$ cat src/srp_pkg.sv
// Shared constants and types of the serial register port
// Assumes every user names items as srp_pkg::name
package srp_pkg;

  // ----------------------------------------
  // Register offsets
  // ----------------------------------------
  localparam logic [14:0] OFS_CFG_PRI  = 15'h0000;
  localparam logic [14:0] OFS_DEV_CFG  = 15'h0002;
  localparam logic [14:0] OFS_CLASS    = 15'h0003;
  localparam logic [14:0] OFS_PART_LO  = 15'h0004;
  localparam logic [14:0] OFS_PART_HI  = 15'h0005;
  localparam logic [14:0] OFS_REV      = 15'h0006;
  localparam logic [14:0] OFS_MAKER_LO = 15'h000c;
  localparam logic [14:0] OFS_MAKER_HI = 15'h000d;
  localparam logic [14:0] OFS_USR_CFG  = 15'h0010;

  // ----------------------------------------
  // Reset values and field positions
  // ----------------------------------------
  localparam logic [7:0] RST_CFG_PRI = 8'h30;
  localparam logic [7:0] RST_DEV_CFG = 8'h00;
  localparam logic [7:0] RST_USR_CFG = 8'h00;
  localparam logic [7:0] RSVD_READ   = 8'h00;
  localparam int         DIR_BIT_HI  = 5;
  localparam int         DIR_BIT_LO  = 2;
  localparam int         HOLD_BIT    = 0;

  // ----------------------------------------
  // Frame bit counts
  // ----------------------------------------
  localparam logic [3:0] ADDR_LAST = 4'he;
  localparam logic [3:0] BYTE_LAST = 4'h7;

  // ----------------------------------------
  // Types
  // ----------------------------------------
  typedef enum logic [1:0] {
    SRP_IDLE = 2'b00,
    SRP_ADDR = 2'b01,
    SRP_DATA = 2'b11
  } srp_state_t;

  typedef struct packed {
    logic        en;
    logic [14:0] addr;
    logic [7:0]  data;
  } srp_wr_t;

  typedef struct packed {
    logic sclk;
    logic selectN;
    logic serialIn;
  } srp_pins_t;

  localparam srp_pins_t PINS_RST = '{sclk: 1'b0, selectN: 1'b1, serialIn: 1'b0};

endpackage

$ cat src/srp_serial_port.sv
// Device side of the four-wire serial register port
// Assumes sclk, select_n and serial_in are asynchronous pins
// Assumes sys_clk runs at least eight times the serial clock
//
// Overview of operation
// - Serial traffic counts only while select is held low.
// - Each input bit is taken on a rising serial clock edge.
// - Any serial clock rate works, down to a stopped clock.
// - A single access is one 24-bit frame: flag, address, data.
// - All fields go most significant bit first, in and out.
// - Multi-byte registers keep their low byte at the lowest address.
// - Serial output floats except while read data is returned.
// - First frame bit: one means read, zero means write.
// - The next 15 bits carry the register address.
// - Write frames store the final eight input bits.
// - Read frames ignore final input bits and drive register data out.
// - Streaming moves one more byte per eight clocks while selected.
// - Streaming steps the address by one per byte, up or down.
// - Address direction bit 5 of register zero: set ascends; bit 2 is unused.
// - Stream-hold control keeps the address fixed during streaming.
// - Standard configuration block decodes at 0x000 to 0x00F.
// - User configuration block at 0x010 to 0x01F, one register.
`timescale 1ns/1ps

module srp_serial_port (
  input  wire logic  sys_clk,
  input  wire logic  rst_n,
  input  wire logic  sclk,
  input  wire logic  select_n,
  input  wire logic  serial_in,
  output logic       serial_out,
  output logic       serialOutOe_n,
  output logic [7:0] devOperatingConfig
);

  // ----------------------------------------
  // Pin synchronisation
  // ----------------------------------------
  srp_pkg::srp_pins_t pinsRaw;
  srp_pkg::srp_pins_t pinsS;

  assign pinsRaw = '{sclk: sclk, selectN: select_n, serialIn: serial_in};

  srp_sync u_sync (
    .sys_clk (sys_clk),
    .rst_n   (rst_n),
    .pinsIn  (pinsRaw),
    .pinsOut (pinsS)
  );

  // ----------------------------------------
  // Edge detection
  // ----------------------------------------
  logic sclkPrev_q;

  // No timeout anywhere: a paused clock just waits
  always_ff @(posedge sys_clk or negedge rst_n) begin
    if (!rst_n) begin
      sclkPrev_q <= 1'b0;
    end else begin
      sclkPrev_q <= pinsS.sclk;
    end
  end

  wire selActive = !pinsS.selectN;
  wire rise      = selActive && pinsS.sclk && !sclkPrev_q;
  wire sin       = pinsS.serialIn;

  // ----------------------------------------
  // Frame state
  // ----------------------------------------
  srp_pkg::srp_state_t state_q;
  srp_pkg::srp_state_t stateD;
  logic [3:0]          bitIdx_q;
  logic [3:0]          bitIdxD;
  logic                rw_q;
  logic [14:0]         addr_q;
  logic [14:0]         addrD;
  logic [7:0]          shiftIn_q;
  logic [7:0]          rdShift_q;
  logic                loadRd_q;
  logic                serialOut_q;
  logic                oeN_q;

  wire inIdle = (state_q == srp_pkg::SRP_IDLE);
  wire inAddr = (state_q == srp_pkg::SRP_ADDR);
  wire inData = (state_q == srp_pkg::SRP_DATA);

  wire addrEnd = rise && inAddr && (bitIdx_q == srp_pkg::ADDR_LAST);
  wire byteEnd = rise && inData && (bitIdx_q == srp_pkg::BYTE_LAST);
  wire restart = !selActive || (rise && (inIdle || addrEnd || byteEnd));

  // ----------------------------------------
  // Configuration controls
  // ----------------------------------------
  logic [7:0] cfgPrimary;
  logic [7:0] usrCfg;
  logic [7:0] rdData;

  wire ascending = cfgPrimary[srp_pkg::DIR_BIT_HI];
  wire holdAddr  = usrCfg[srp_pkg::HOLD_BIT];

  // Bit 2 is stored as written and not used; only bit 5 steers
  function automatic logic [14:0] stepAddr(input logic [14:0] a,
                                           input logic        up,
                                           input logic        hold);
    logic [14:0] n;
    n = a;
    if (hold) begin
      n = a;
    end else if (up) begin
      n = a + 15'h0001;
    end else begin
      n = a - 15'h0001;
    end
    return n;
  endfunction

  // ----------------------------------------
  // Next-state selection
  // ----------------------------------------
  assign stateD = !selActive ? srp_pkg::SRP_IDLE :
                  !rise      ? state_q :
                  inIdle     ? srp_pkg::SRP_ADDR :
                  addrEnd    ? srp_pkg::SRP_DATA :
                               state_q;

  assign bitIdxD = restart ? 4'h0 :
                   rise    ? 4'(bitIdx_q + 4'h1) :
                             bitIdx_q;

  // Address shifts in MSB first, then steps per byte
  assign addrD = (rise && inAddr) ? {addr_q[13:0], sin} :
                 byteEnd          ? stepAddr(addr_q, ascending, holdAddr) :
                                    addr_q;

  wire loadRdD = (addrEnd || byteEnd) && rw_q && selActive;
  wire rdShift = rise && inData && rw_q && (bitIdx_q != srp_pkg::BYTE_LAST);

  always_ff @(posedge sys_clk or negedge rst_n) begin
    if (!rst_n) begin
      state_q  <= srp_pkg::SRP_IDLE;
      bitIdx_q <= 4'h0;
      addr_q   <= 15'h0000;
      loadRd_q <= 1'b0;
    end else begin
      state_q  <= stateD;
      bitIdx_q <= bitIdxD;
      addr_q   <= addrD;
      loadRd_q <= loadRdD;
    end
  end

  // Flag is the very first bit of the frame
  always_ff @(posedge sys_clk or negedge rst_n) begin
    if (!rst_n) begin
      rw_q <= 1'b0;
    end else if (rise && inIdle) begin
      rw_q <= sin;
    end
  end

  always_ff @(posedge sys_clk or negedge rst_n) begin
    if (!rst_n) begin
      shiftIn_q <= 8'h00;
    end else if (rise && inData) begin
      shiftIn_q <= {shiftIn_q[6:0], sin};
    end
  end

  // ----------------------------------------
  // Write commit
  // ----------------------------------------
  srp_pkg::srp_wr_t wrReq;

  // Only a full byte commits; a cut-off partial byte writes nothing
  assign wrReq.en   = byteEnd && !rw_q;
  assign wrReq.addr = addr_q;
  assign wrReq.data = {shiftIn_q[6:0], sin};

  srp_regs u_regs (
    .sys_clk    (sys_clk),
    .rst_n      (rst_n),
    .wrReq      (wrReq),
    .rdAddr     (addr_q),
    .rdData     (rdData),
    .cfgPrimary (cfgPrimary),
    .devCfg     (devOperatingConfig),
    .usrCfg     (usrCfg)
  );

  // ----------------------------------------
  // Read data output
  // ----------------------------------------
  // Output moves just after a rising edge, so the host
  // sees each bit stable for a whole serial period
  always_ff @(posedge sys_clk or negedge rst_n) begin
    if (!rst_n) begin
      rdShift_q   <= 8'h00;
      serialOut_q <= 1'b0;
      oeN_q       <= 1'b1;
    end else if (!selActive) begin
      serialOut_q <= 1'b0;
      oeN_q       <= 1'b1;
    end else if (loadRd_q) begin
      rdShift_q   <= rdData;
      serialOut_q <= rdData[7];
      oeN_q       <= 1'b0;
    end else if (rdShift) begin
      rdShift_q   <= {rdShift_q[6:0], 1'b0};
      serialOut_q <= rdShift_q[6];
    end
  end

  assign serial_out    = serialOut_q;
  assign serialOutOe_n = oeN_q;
endmodule

$ cat src/srp_sync.sv
// Two-stage synchroniser for the serial pins
// Assumes pins are asynchronous to sys_clk
`timescale 1ns/1ps

module srp_sync (
  input  wire logic              sys_clk,
  input  wire logic              rst_n,
  input  wire srp_pkg::srp_pins_t pinsIn,
  output srp_pkg::srp_pins_t     pinsOut
);

  srp_pkg::srp_pins_t meta_q;
  srp_pkg::srp_pins_t sync_q;

  // First stage feeds only the second
  always_ff @(posedge sys_clk or negedge rst_n) begin
    if (!rst_n) begin
      meta_q <= srp_pkg::PINS_RST;
      sync_q <= srp_pkg::PINS_RST;
    end else begin
      meta_q <= pinsIn;
      sync_q <= meta_q;
    end
  end

  assign pinsOut = sync_q;

endmodule

$ cat src/srp_regs.sv
// Register file of the serial register port
// Assumes one write request per cycle from the frame engine
`timescale 1ns/1ps

module srp_regs #(
  parameter logic [7:0]  PART_CLASS = 8'h5a,     // Arbitrary value
  parameter logic [15:0] PART_NUM   = 16'h1234,  // Arbitrary value
  parameter logic [7:0]  SILICON_REV = 8'h01,    // Arbitrary value
  parameter logic [15:0] MAKER      = 16'h7e7e   // Arbitrary value
) (
  input  wire logic             sys_clk,
  input  wire logic             rst_n,
  input  wire srp_pkg::srp_wr_t wrReq,
  input  wire logic [14:0]      rdAddr,
  output logic [7:0]            rdData,
  output logic [7:0]            cfgPrimary,
  output logic [7:0]            devCfg,
  output logic [7:0]            usrCfg
);

  logic [7:0] cfgPri_q;
  logic [7:0] devCfg_q;
  logic [7:0] usrCfg_q;

  // ----------------------------------------
  // Read decode
  // ----------------------------------------
  function automatic logic [7:0] readMux(input logic [14:0] a,
                                         input logic [7:0] c0,
                                         input logic [7:0] c2,
                                         input logic [7:0] cu);
    logic [7:0] v;
    v = srp_pkg::RSVD_READ;
    case (a)
      srp_pkg::OFS_CFG_PRI:  v = c0;
      srp_pkg::OFS_DEV_CFG:  v = c2;
      srp_pkg::OFS_CLASS:    v = PART_CLASS;
      srp_pkg::OFS_PART_LO:  v = PART_NUM[7:0];
      srp_pkg::OFS_PART_HI:  v = PART_NUM[15:8];
      srp_pkg::OFS_REV:      v = SILICON_REV;
      srp_pkg::OFS_MAKER_LO: v = MAKER[7:0];
      srp_pkg::OFS_MAKER_HI: v = MAKER[15:8];
      srp_pkg::OFS_USR_CFG:  v = cu;
      default:               v = srp_pkg::RSVD_READ;
    endcase
    return v;
  endfunction

  assign rdData = readMux(rdAddr, cfgPri_q, devCfg_q, usrCfg_q);

  // ----------------------------------------
  // Writable registers
  // ----------------------------------------
  wire wrPri = wrReq.en && (wrReq.addr == srp_pkg::OFS_CFG_PRI);
  wire wrDev = wrReq.en && (wrReq.addr == srp_pkg::OFS_DEV_CFG);
  wire wrUsr = wrReq.en && (wrReq.addr == srp_pkg::OFS_USR_CFG);

  // Read-only and reserved addresses drop writes
  always_ff @(posedge sys_clk or negedge rst_n) begin
    if (!rst_n) begin
      cfgPri_q <= srp_pkg::RST_CFG_PRI;
      devCfg_q <= srp_pkg::RST_DEV_CFG;
      usrCfg_q <= srp_pkg::RST_USR_CFG;
    end else begin
      if (wrPri) cfgPri_q <= wrReq.data;
      if (wrDev) devCfg_q <= wrReq.data;
      if (wrUsr) usrCfg_q <= wrReq.data;
    end
  end

  assign cfgPrimary = cfgPri_q;
  assign devCfg     = devCfg_q;
  assign usrCfg     = usrCfg_q;

endmodule

$ cat config.mk
export PLATFORM = sky130hd
export DESIGN_NAME = srp_serial_port
export DESIGN_NICKNAME = d
export VERILOG_FILES = /design/src/srp_pkg.sv /design/src/srp_serial_port.sv /design/src/srp_sync.sv /design/src/srp_regs.sv
export SDC_FILE = /design/constraint.sdc
export NUM_CORES = 1
export LEC_CHECK = 0
export ABC_CLOCK_PERIOD_IN_PS = 2500
export BUFFER_PORTS_ARGS = -buffer_cell sky130_fd_sc_hd__buf_2
export CORE_ASPECT_RATIO = 0.75
export CORE_MARGIN = 2
export CORE_UTILIZATION = 50
export DETAILED_ROUTE_END_ITERATION = 12
export GPL_TIMING_DRIVEN = 0
export PLACE_DENSITY = 0.68
export SLEW_MARGIN = 20
export SYNTH_ARGS = -nofsm -noshare
export SYNTH_HDL_FRONTEND = slang
export SYNTH_SLANG_ARGS = --single-unit
$ cat constraint.sdc
create_clock -name sys_clk -period 2.5 [get_ports sys_clk]
set_input_delay 0.5 -clock sys_clk [delete_from_list [all_inputs] [get_ports sys_clk]]
set_output_delay 0.5 -clock sys_clk [all_outputs]
set_load 0.02 [all_outputs]
======== Word-level counts from Yosys, hierarchy flattened ========
Cells that the tools add are included.
W data, S select, Z words.
word-level totals
  output and inout bits ................... 10
  register bits after elaboration ......... 70
  word-level logic and storage cells ...... 91
operators by class
  equality and inequality tests ........... 14
  bitwise logic cells ..................... 1
  reduce and logical (&&, ||, !) cells .... 36
  mux-type cells .......................... 18
  add/subtract/negate cells ............... 3
operator list
  kind                     count
  $pmux W8 S8              1
  $mux W15                 4
  $eq A15 B3 Y1 const B    3
  $eq A15 B2 Y1 const B    2
  $eq A15 B4 Y1 const B    2
  $logic_and A1 B1 Y1      16
  $add A15 B1 Y15 const B  1
  $eq A15 B5 Y1 const B    1
  $logic_not A15 Y1        1
  $sub A15 B1 Y15 const B  1
  $mux W7                  2
  $reduce_bool A2 Y1       5
  $mux W2                  4
  $mux W4                  2
  $reduce_and A2 Y1        3
  $reduce_bool A3 Y1       2
  $mux W1                  5
  $add A4 B1 Y4 const B    1
  $eq A4 B3 Y1 const B     1
  $eq A4 B4 Y1 const B     1
  $logic_or A1 B1 Y1       4
  $ne A4 B3 Y1 const B     1
  $logic_not A1 Y1         3
  $eq A2 B1 Y1 const B     1
  other kinds (5)          5

======== Longest topological paths before layout ========
Gate-level depths: netlist (run 1).
  depth after elaboration ................. 10
  gate-level depth with buffers ........... 10
  depth with buffers taken out ............ 9

======== Hierarchy ========
Synthesis (run 1) repeated with hierarchy kept, for this count alone.
unflattened totals
  cell total of the unflattened synthesis .. 365
  area total of the unflattened synthesis .. 3937.5 um^2
modules (own cells, without submodules)
  module           area each (um^2)  cells an instance  times used  sequential area each (um^2)
  srp_serial_port  2438.6            249                1           1002.2
  srp_regs         1346.3            110                1           603.1
  srp_sync         152.6             6                  1           152.6

======== Least setup slack after synthesis (run 1) ========
Ideal clock, no wire load.
  path kind ............................... reg-to-reg
  start point ............................. register u_regs.cfgPri_q[5], in the netlist u_regs.cfgPrimary[5]
  end point ............................... register addr_q[12]
  slack ................................... 0.007 ns
  arrival time ............................ 2.410 ns
  stages on the path, launching flop included .. 10
  setup time .............................. 0.083 ns
  buffers on the path ..................... 0
  cell sequence ........................... dfstp_2 > inv_1 > ha_1 > nor2b_1 > o31a_1 > o21ai_0 > o21ai_0 > a2111oi_0 > a31oi_1 > o21ai_0
between the ends
  word-level cells in the longest chain between the ends .. 4
RTL lines
  element                 line                    source
  from (decl)             srp_regs.sv:21          logic [7:0] cfgPri_q;
  from (signal assigned)  srp_regs.sv:61          cfgPri_q <= srp_pkg::RST_CFG_PRI;
  from (signal assigned)  srp_regs.sv:65          if (wrPri) cfgPri_q <= wrReq.data;
  $mux W15                srp_serial_port.sv:111  end else if (up) begin
  $mux W15                srp_serial_port.sv:109  if (hold) begin
  $mux W15                srp_serial_port.sv:134  byteEnd ? stepAddr(addr_q, ascending, holdAddr) :
  $mux W15                srp_serial_port.sv:133  assign addrD = (rise && inAddr) ? {addr_q[13:0], sin} :
  to (signal assigned)    srp_serial_port.sv:149  addr_q <= addrD;
  to (decl)               srp_serial_port.sv:77   logic [14:0] addr_q;
Every way passes these cells. The select of a mux whose other input is x is not followed.
A chain may end at the register's enable or synchronous reset.

======== Worst setup path after layout (run 1) ========
  start point ............................. register u_regs.cfgPri_q[5], in the netlist u_regs.cfgPrimary[5]
  end point ............................... register addr_q[14]
Same word-level chain as after synthesis.

==> impl_metrics.tcl, run 1 <==
set metrics [dict create \
    max_freq_mhz 390 \
    io_buffers 14 \
    synth_seq_cells 70 \
    crit_arrival_ns 2.84 \
    clock_skew_ns 0.0171 \
    synth_top_cell_area_share_pct 42.6 \
    final.setup.tns_ns -0.0853 \
    path_class "reg -> reg" \
    synthMuxAreaShare_pct 11.1 \
    cp.required_ns 2.77 \
    crit_chain "clkinvlp_4 > buf_4 > ha_4 > o21a_1 > o31a_1 > o211ai_1 > a21boi_1 > or3_1 > a211o_1 > nand3_1" \
    yosys.area_share.adder_pct 5.44 \
    slowest_stage "dfstp_2" \
    via_per_inst 6.14 \
    drtAntennaViolNets 0 \
    clock_path_buffers 2 \
    gp_congestion 0.888 \
    grt_setup_unrepaired "yes" \
    synth_cells 369 \
    end_kind "flip-flop" \
    final_common_cell "dfrtp_1" \
    ys_seq_area_share_pct 46.1 \
    setup_viol 2 \
    syn_to_final_growth_pct 17.4 \
    synth_edf_count 0 \
    wire_per_inst_um 18.0 \
    hpwl_um 6310 \
    worstHoldPathType "in -> async" \
    worst_slack_ns -0.0673 \
    clk_latency_ns 0.35 \
    dieArea_um2 8350 \
    ioPinCount 15 \
    mostFrequentLayoutCells "dfrtp_1, nor2_1, mux2_2, o21ai_0, a21oi_1" \
    drive_gt1_share_pct 30.1 \
    cts_root_buffer "clkbuf_8" \
    cap_viol_max_count 0 \
    cts_tree "done" \
    routed_wl_um 9160 \
    cts.clk_slew.worst_paths_ns 0.08 \
    p_per_area_nw_per_um2 607 \
    drt_first_pass_iters 5 \
    grt_usage_pct 22.8 \
    drcViolationCount 0 \
    violations "setup timing" \
    ys_warn_count 0 \
    grt_max_degree 44 \
    die_h_um 79.7 \
    min_period_ns 2.57 \
    overflow 0 \
    cts_made_buffers 9 \
    cts.sinks 70 \
    crit_path_max_incr_delay_ns 0.57 \
    crit_path_max_fanout 4 \
    avgSynthCellArea_um2 10.3 \
    leakage_uw 0.00200 \
    syn_area_um2 3820 \
    relSlewSlack_pct 56.2 \
    initial_core_util_pct 51.8 \
    synth_top_family_by_area "compound AO/OA/AOI/OAI gates" \
    cts_hold_buffers 0 \
    regArea_um2 1760 \
    die_x_um 105 \
    vias 3126 \
    max-vdd-ir-drop_uv 573 \
    min_period_over_period_pct 103 \
    synth_simple_gate_area_share_pct 14.0 \
    first_iter_violations 263 \
    cts_max_level 3 \
    status "finished with violations" \
    rows 27 \
    grt_pass1_vias 2947 \
    worst_pin_slew_ns 0.653 \
    fillCellCount 640 \
    core-area_um2 7360 \
    ys.flop_type "dfrtp_1" \
    synth_compound_area_share_pct 18.9 \
    hold_viol 0 \
    ys_async_sr_fraction_pct 100 \
    startpoint_type "flip-flop" \
    synth.distinct_cells 56 \
    synth_area_leaders "dfrtp_1, mux2_2, ha_1" \
    total_power_uw 2720 \
    grt_first_pass_wirelength_um 14800 \
    multi_input_area_um2 2100 \
    fin_nets 424 \
    synth_top_area_cell "dfrtp_1" \
    diodes 0 \
    antenna_found_initial 0 \
    slew_viol_final 0 \
    synth_xor_area_share_pct 1.61 \
    syn_nets 390 \
]
## through the flow
stage | util (%) | area, um2 | hold slack [ns] | setup slack (ns) | std cells
6_report | 60.9 | 4480 | 0.0577 | -0.0673 | 509
5_1_grt | 60.9 | 4480 | 0.0735 | -0.137 | 509
4_1_cts | 59.2 | 4360 | 0.0615 | -0.0560 | 504
3_5_place_dp | 54.8 | 4040 | 0.341 | -0.507 | 485
3_3_place_gp | 54.5 | 4010 | 0.337 | -0.490 | 484
2_1_floorplan | - | 3820 | 0.204 | 0.00690 | 369
## synthesized netlist by cell type, types with 5 or more instances
cell      instances
mux2_4            8
dfstp_2           5
ha_1             15
a211oi_1          5
inv_1            11
nor2_1           32
nor2b_1          10
o21ai_0          29
a31oi_1          10
a22oi_1          11
nand2_1          15
mux2_2           26
nor3_1            6
a21oi_1          19
nand2b_1         10
dfrtp_1          65
nand3_1           7
clkbuf_1         16
## cells by family (layout without fill, tap and decap cells)
| logic type | after synthesis | in the layout |
|---|---|---|
| AOI/OAI and AO/OA | 109 | 109 |
| buffers and inverters | 28 | 67 |
| and+or+nand+nor | 104 | 104 |
| DFF | 70 | 70 |
| adders and majority gates | 16 | 16 |
| muxes | 35 | 35 |
| xor gates and xnor gates | 7 | 7 |
## worst paths after layout
| kind | startpoint | endpoint | slack, ns | cells past startpoint |
|---|---|---|---|---|
| setup / recovery | u_regs.cfgPrimary[5] | addr_q[14] | -0.07 | 10 |
| hold / removal | rst_n | addr_q[7] | 0.06 | 1 |
| setup reg to reg | u_regs.cfgPrimary[5] | addr_q[14] | -0.07 | 10 |
| hold reg to reg | u_sync.meta_q[0] | u_sync.pinsOut[0] | 0.35 | 0 |
| max in group asynchronous | rst_n | u_sync.meta_q[1] | 1.82 | 2 |
| min in group sys_clk | select_n | u_sync.meta_q[1] | 0.25 | 1 |
## where the power goes
| part | total [uW] | internal (uW) | switching, uW |
|---|---|---|---|
| clock network | 916 | 464 | 452 |
| logic | 617 | 278 | 338 |
| registers | 1190 | 1160 | 28.2 |
| total | 2720 | 1900 | 819 |
## layout make-up
type / count / share of cell area [%]
multi-input combinational: 271 / 46.9
inverter: 11 / 1.01
clock buffer: 9 / 2.76
clock inverter: 7 / 1.65
tap: 101 / 2.82
buffer: 14 / 1.56
timing repair buffer: 26 / 3.99
sequential: 70 / 39.3
## per-layer routing
metal	share of wire [%]	vias up	track usage, %
met3	5.9	18	5.31
met4	1.6	0	6.40
met5	0	-	0
met2	43	97	32.7
li1	-	1439	-
met1	50	1572	34.3
## repair_timing
| action | 4_1_cts | 5_1_grt |
|---|---|---|
| pin swaps | 3 | 8 |
| resized for setup | 28 | 25 |
| setup buffers | 5 | 6 |
| setup endpoints to repair | 36 | 34 |
## sequential cells by signal (all words and copies together), names as in the netlist, 2 cells and up
register and count:
rdShift_q 7, bitIdx_q 4, u_regs.cfgPrimary 8, shiftIn_q 7, u_sync.pinsOut 3, u_regs.usrCfg 8
state_q 2, u_regs.devCfg 8, addr_q 15, u_sync.meta_q 3
## critical path, delay by kind of cell (launching register included)
family	cells	cell delay, ns
AO/OA/AOI/OAI	5	0.94
flip-flops	1	0.57
AND/OR/NAND/NOR	2	0.42
buffers and inverters	2	0.33
adder cells (fa/ha/maj)	1	0.23
Power figures use the tool's default switching activity.
==> inputs of run 2 (changes only) <==
--- a/config.mk
+++ b/config.mk
@@ -5,14 +5,14 @@
 export SDC_FILE = /design/constraint.sdc
 export NUM_CORES = 1
 export LEC_CHECK = 0
-export ABC_CLOCK_PERIOD_IN_PS = 2500
+export ABC_CLOCK_PERIOD_IN_PS = 2700
 export BUFFER_PORTS_ARGS = -buffer_cell sky130_fd_sc_hd__buf_2
 export CORE_ASPECT_RATIO = 0.75
 export CORE_MARGIN = 2
 export CORE_UTILIZATION = 50
 export DETAILED_ROUTE_END_ITERATION = 12
 export GPL_TIMING_DRIVEN = 0
-export PLACE_DENSITY = 0.68
+export PLACE_DENSITY = 0.66
 export SLEW_MARGIN = 20
 export SYNTH_ARGS = -nofsm -noshare
 export SYNTH_HDL_FRONTEND = slang
==> constraint.sdc (replaced) <==
create_clock -name sys_clk -period 2.7 [get_ports sys_clk]
set_input_delay 0.54 -clock sys_clk [delete_from_list [all_inputs] [get_ports sys_clk]]
set_output_delay 0.54 -clock sys_clk [all_outputs]
set_load 0.02 [all_outputs]
==> impl_metrics.tcl, run 2 (synthesized netlist as in run 1, its figures left out) <==
set metrics [dict create \
    largest_reg_flops 15 \
    cap_viol_max_count 0 \
    clk_latency_ns 0.35 \
    cts_max_level 3 \
    cp.required_ns 2.98 \
    power_frac_comb_pct 23.0 \
    hold_viol 0 \
    via_per_inst 6.00 \
    drive_gt1_share_pct 26.4 \
    worstHoldPathType "in -> async" \
    preCtsSetupSlack_ns -0.331 \
    io_buffers 14 \
    cts_root_buffer "clkbuf_8" \
    vias 3041 \
    top_register "addr_q" \
    rows 27 \
    dieArea_um2 8350 \
    setup_viol 0 \
    final_common_cell "dfrtp_1" \
    cts.clk_slew.worst_paths_ns 0.08 \
    ioPinCount 15 \
    worst_slack_ns 0.0386 \
    diodes 0 \
    core-area_um2 7360 \
    die_h_um 79.7 \
    min_period_ns 2.66 \
    worst_pin_slew_ns 0.694 \
    fillCellCount 641 \
    first_iter_violations 191 \
    cts_hold_buffers 0 \
    hpwl_um 6350 \
    initial_core_util_pct 51.8 \
    syn_to_final_growth_pct 15.5 \
    grt_usage_pct 23.2 \
    cts_made_buffers 9 \
    cts.sinks 70 \
    grt_max_degree 42 \
    clock_path_buffers 2 \
    crit_arrival_ns 2.94 \
    crit_path_max_fanout 4 \
    relSlewSlack_pct 53.4 \
    routed_wl_um 9130 \
    path_class "reg -> reg" \
    end_kind "flip-flop" \
    power_frac_seq_pct 43.3 \
    grt_setup_unrepaired "yes" \
    regArea_um2 1760 \
    intPower_uw 1790 \
    overflow 0 \
    p_per_area_nw_per_um2 575 \
    slew_viol_final 0 \
    drt_first_pass_iters 4 \
    final.setup.tns_ns 0 \
    die_x_um 105 \
    switching_power_uw 746 \
    swShare_pct 29.4 \
    rr_worst_depth 10 \
    wire_per_inst_um 18.0 \
    max-vdd-ir-drop_uv 324 \
    clock_skew_ns 0.0110 \
    fin_nets 422 \
    gp_congestion 0.868 \
    leakage_uw 0.00197 \
    startpoint_type "flip-flop" \
    holdWs_ns 0.105 \
    max_freq_mhz 376 \
    min_period_over_period_pct 98.6 \
    status "complete, no violations" \
    grt_pass1_vias 2903 \
    multi_input_area_um2 2040 \
    drcViolationCount 0 \
    antenna_found_initial 0 \
    mostFrequentLayoutCells "dfrtp_1, nor2_1, mux2_2, o21ai_0, a21oi_1" \
    cts_tree "done" \
    pwr-share-clk_pct 33.7 \
    total_power_uw 2540 \
    drtAntennaViolNets 0 \
    grt_first_pass_wirelength_um 14900 \
]
-- run 2: cell count changes in the layout (fill, tap and decap cells not counted), sizes merged --
cell | previous run | this run
buf | 27 | 24
clkbuf | 22 | 25
clkinv | 4 | 2
clkinvlp | 2 | 3
inv | 11 | 10
-- run 2: layer usage --
| layer | GRT usage (%) | part of all wire (%) | vias up |
|---|---|---|---|
| met5 | 0 | 0 | - |
| met4 | 7.20 | 1.7 | 0 |
| met3 | 6.61 | 6.4 | 20 |
| met2 | 30.9 | 41 | 86 |
| met1 | 35.9 | 51 | 1507 |
| li1 | - | - | 1428 |
-- run 2: area by class of cell --
class / count / area share (%)
buffer: 15 / 1.62
multi-input combinational: 271 / 46.4
clock buffer: 11 / 3.21
inverter: 11 / 1.02
timing repair buffer: 23 / 3.63
tap: 101 / 2.87
clock inverter: 5 / 1.33
sequential: 70 / 39.9
-- run 2: power groups by stage --
stage / clock [uW] / combinational (uW) / sequential, uW
detailed placement: 0 / 459 / 1110
floorplan: 0 / 348 / 1110
finish: 854 / 584 / 1100
global placement: 0 / 448 / 1110
global route: 913 / 637 / 1100
CTS: 870 / 481 / 1090
-- run 2: per-stage QoR --
step           cell area (um2)  utilization [%]  instances
5_1_grt                   4410             59.8        507
2_1_floorplan             3820                -        369
4_1_cts                   4290             58.3        506
3_5_place_dp              4040             54.8        485
6_report                  4410             59.8        507
3_3_place_gp              4010             54.5        484
-- run 2: worst paths after layout --
kind	start	slack [ns]	end
hold / removal	rst_n	0.11	addr_q[7]
setup reg to reg	u_regs.cfgPrimary[5]	0.04	addr_q[14]
max in group asynchronous	rst_n	1.96	u_sync.pinsOut[1]
min in group sys_clk	select_n	0.29	u_sync.meta_q[1]
setup / recovery	u_regs.cfgPrimary[5]	0.04	addr_q[14]
hold reg to reg	u_sync.meta_q[2]	0.36	u_sync.pinsOut[2]
-- run 2: timing repair --
item	4_1_cts	5_1_grt
pin swaps	1	10
setup buffers	5	3
setup endpoints to repair	7	12
gates resized for setup	7	31
-- run 2: critical path, cell delays in order (launching register included) --
cell	delay (ns)
dfstp_2	0.56
clkinvlp_4	0.13
buf_6	0.14
ha_4	0.22
nor2b_4	0.14
o31a_1	0.34
o211ai_1	0.22
a21boi_1	0.12
or3_4	0.38
a211o_1	0.27
nand3_1	0.08
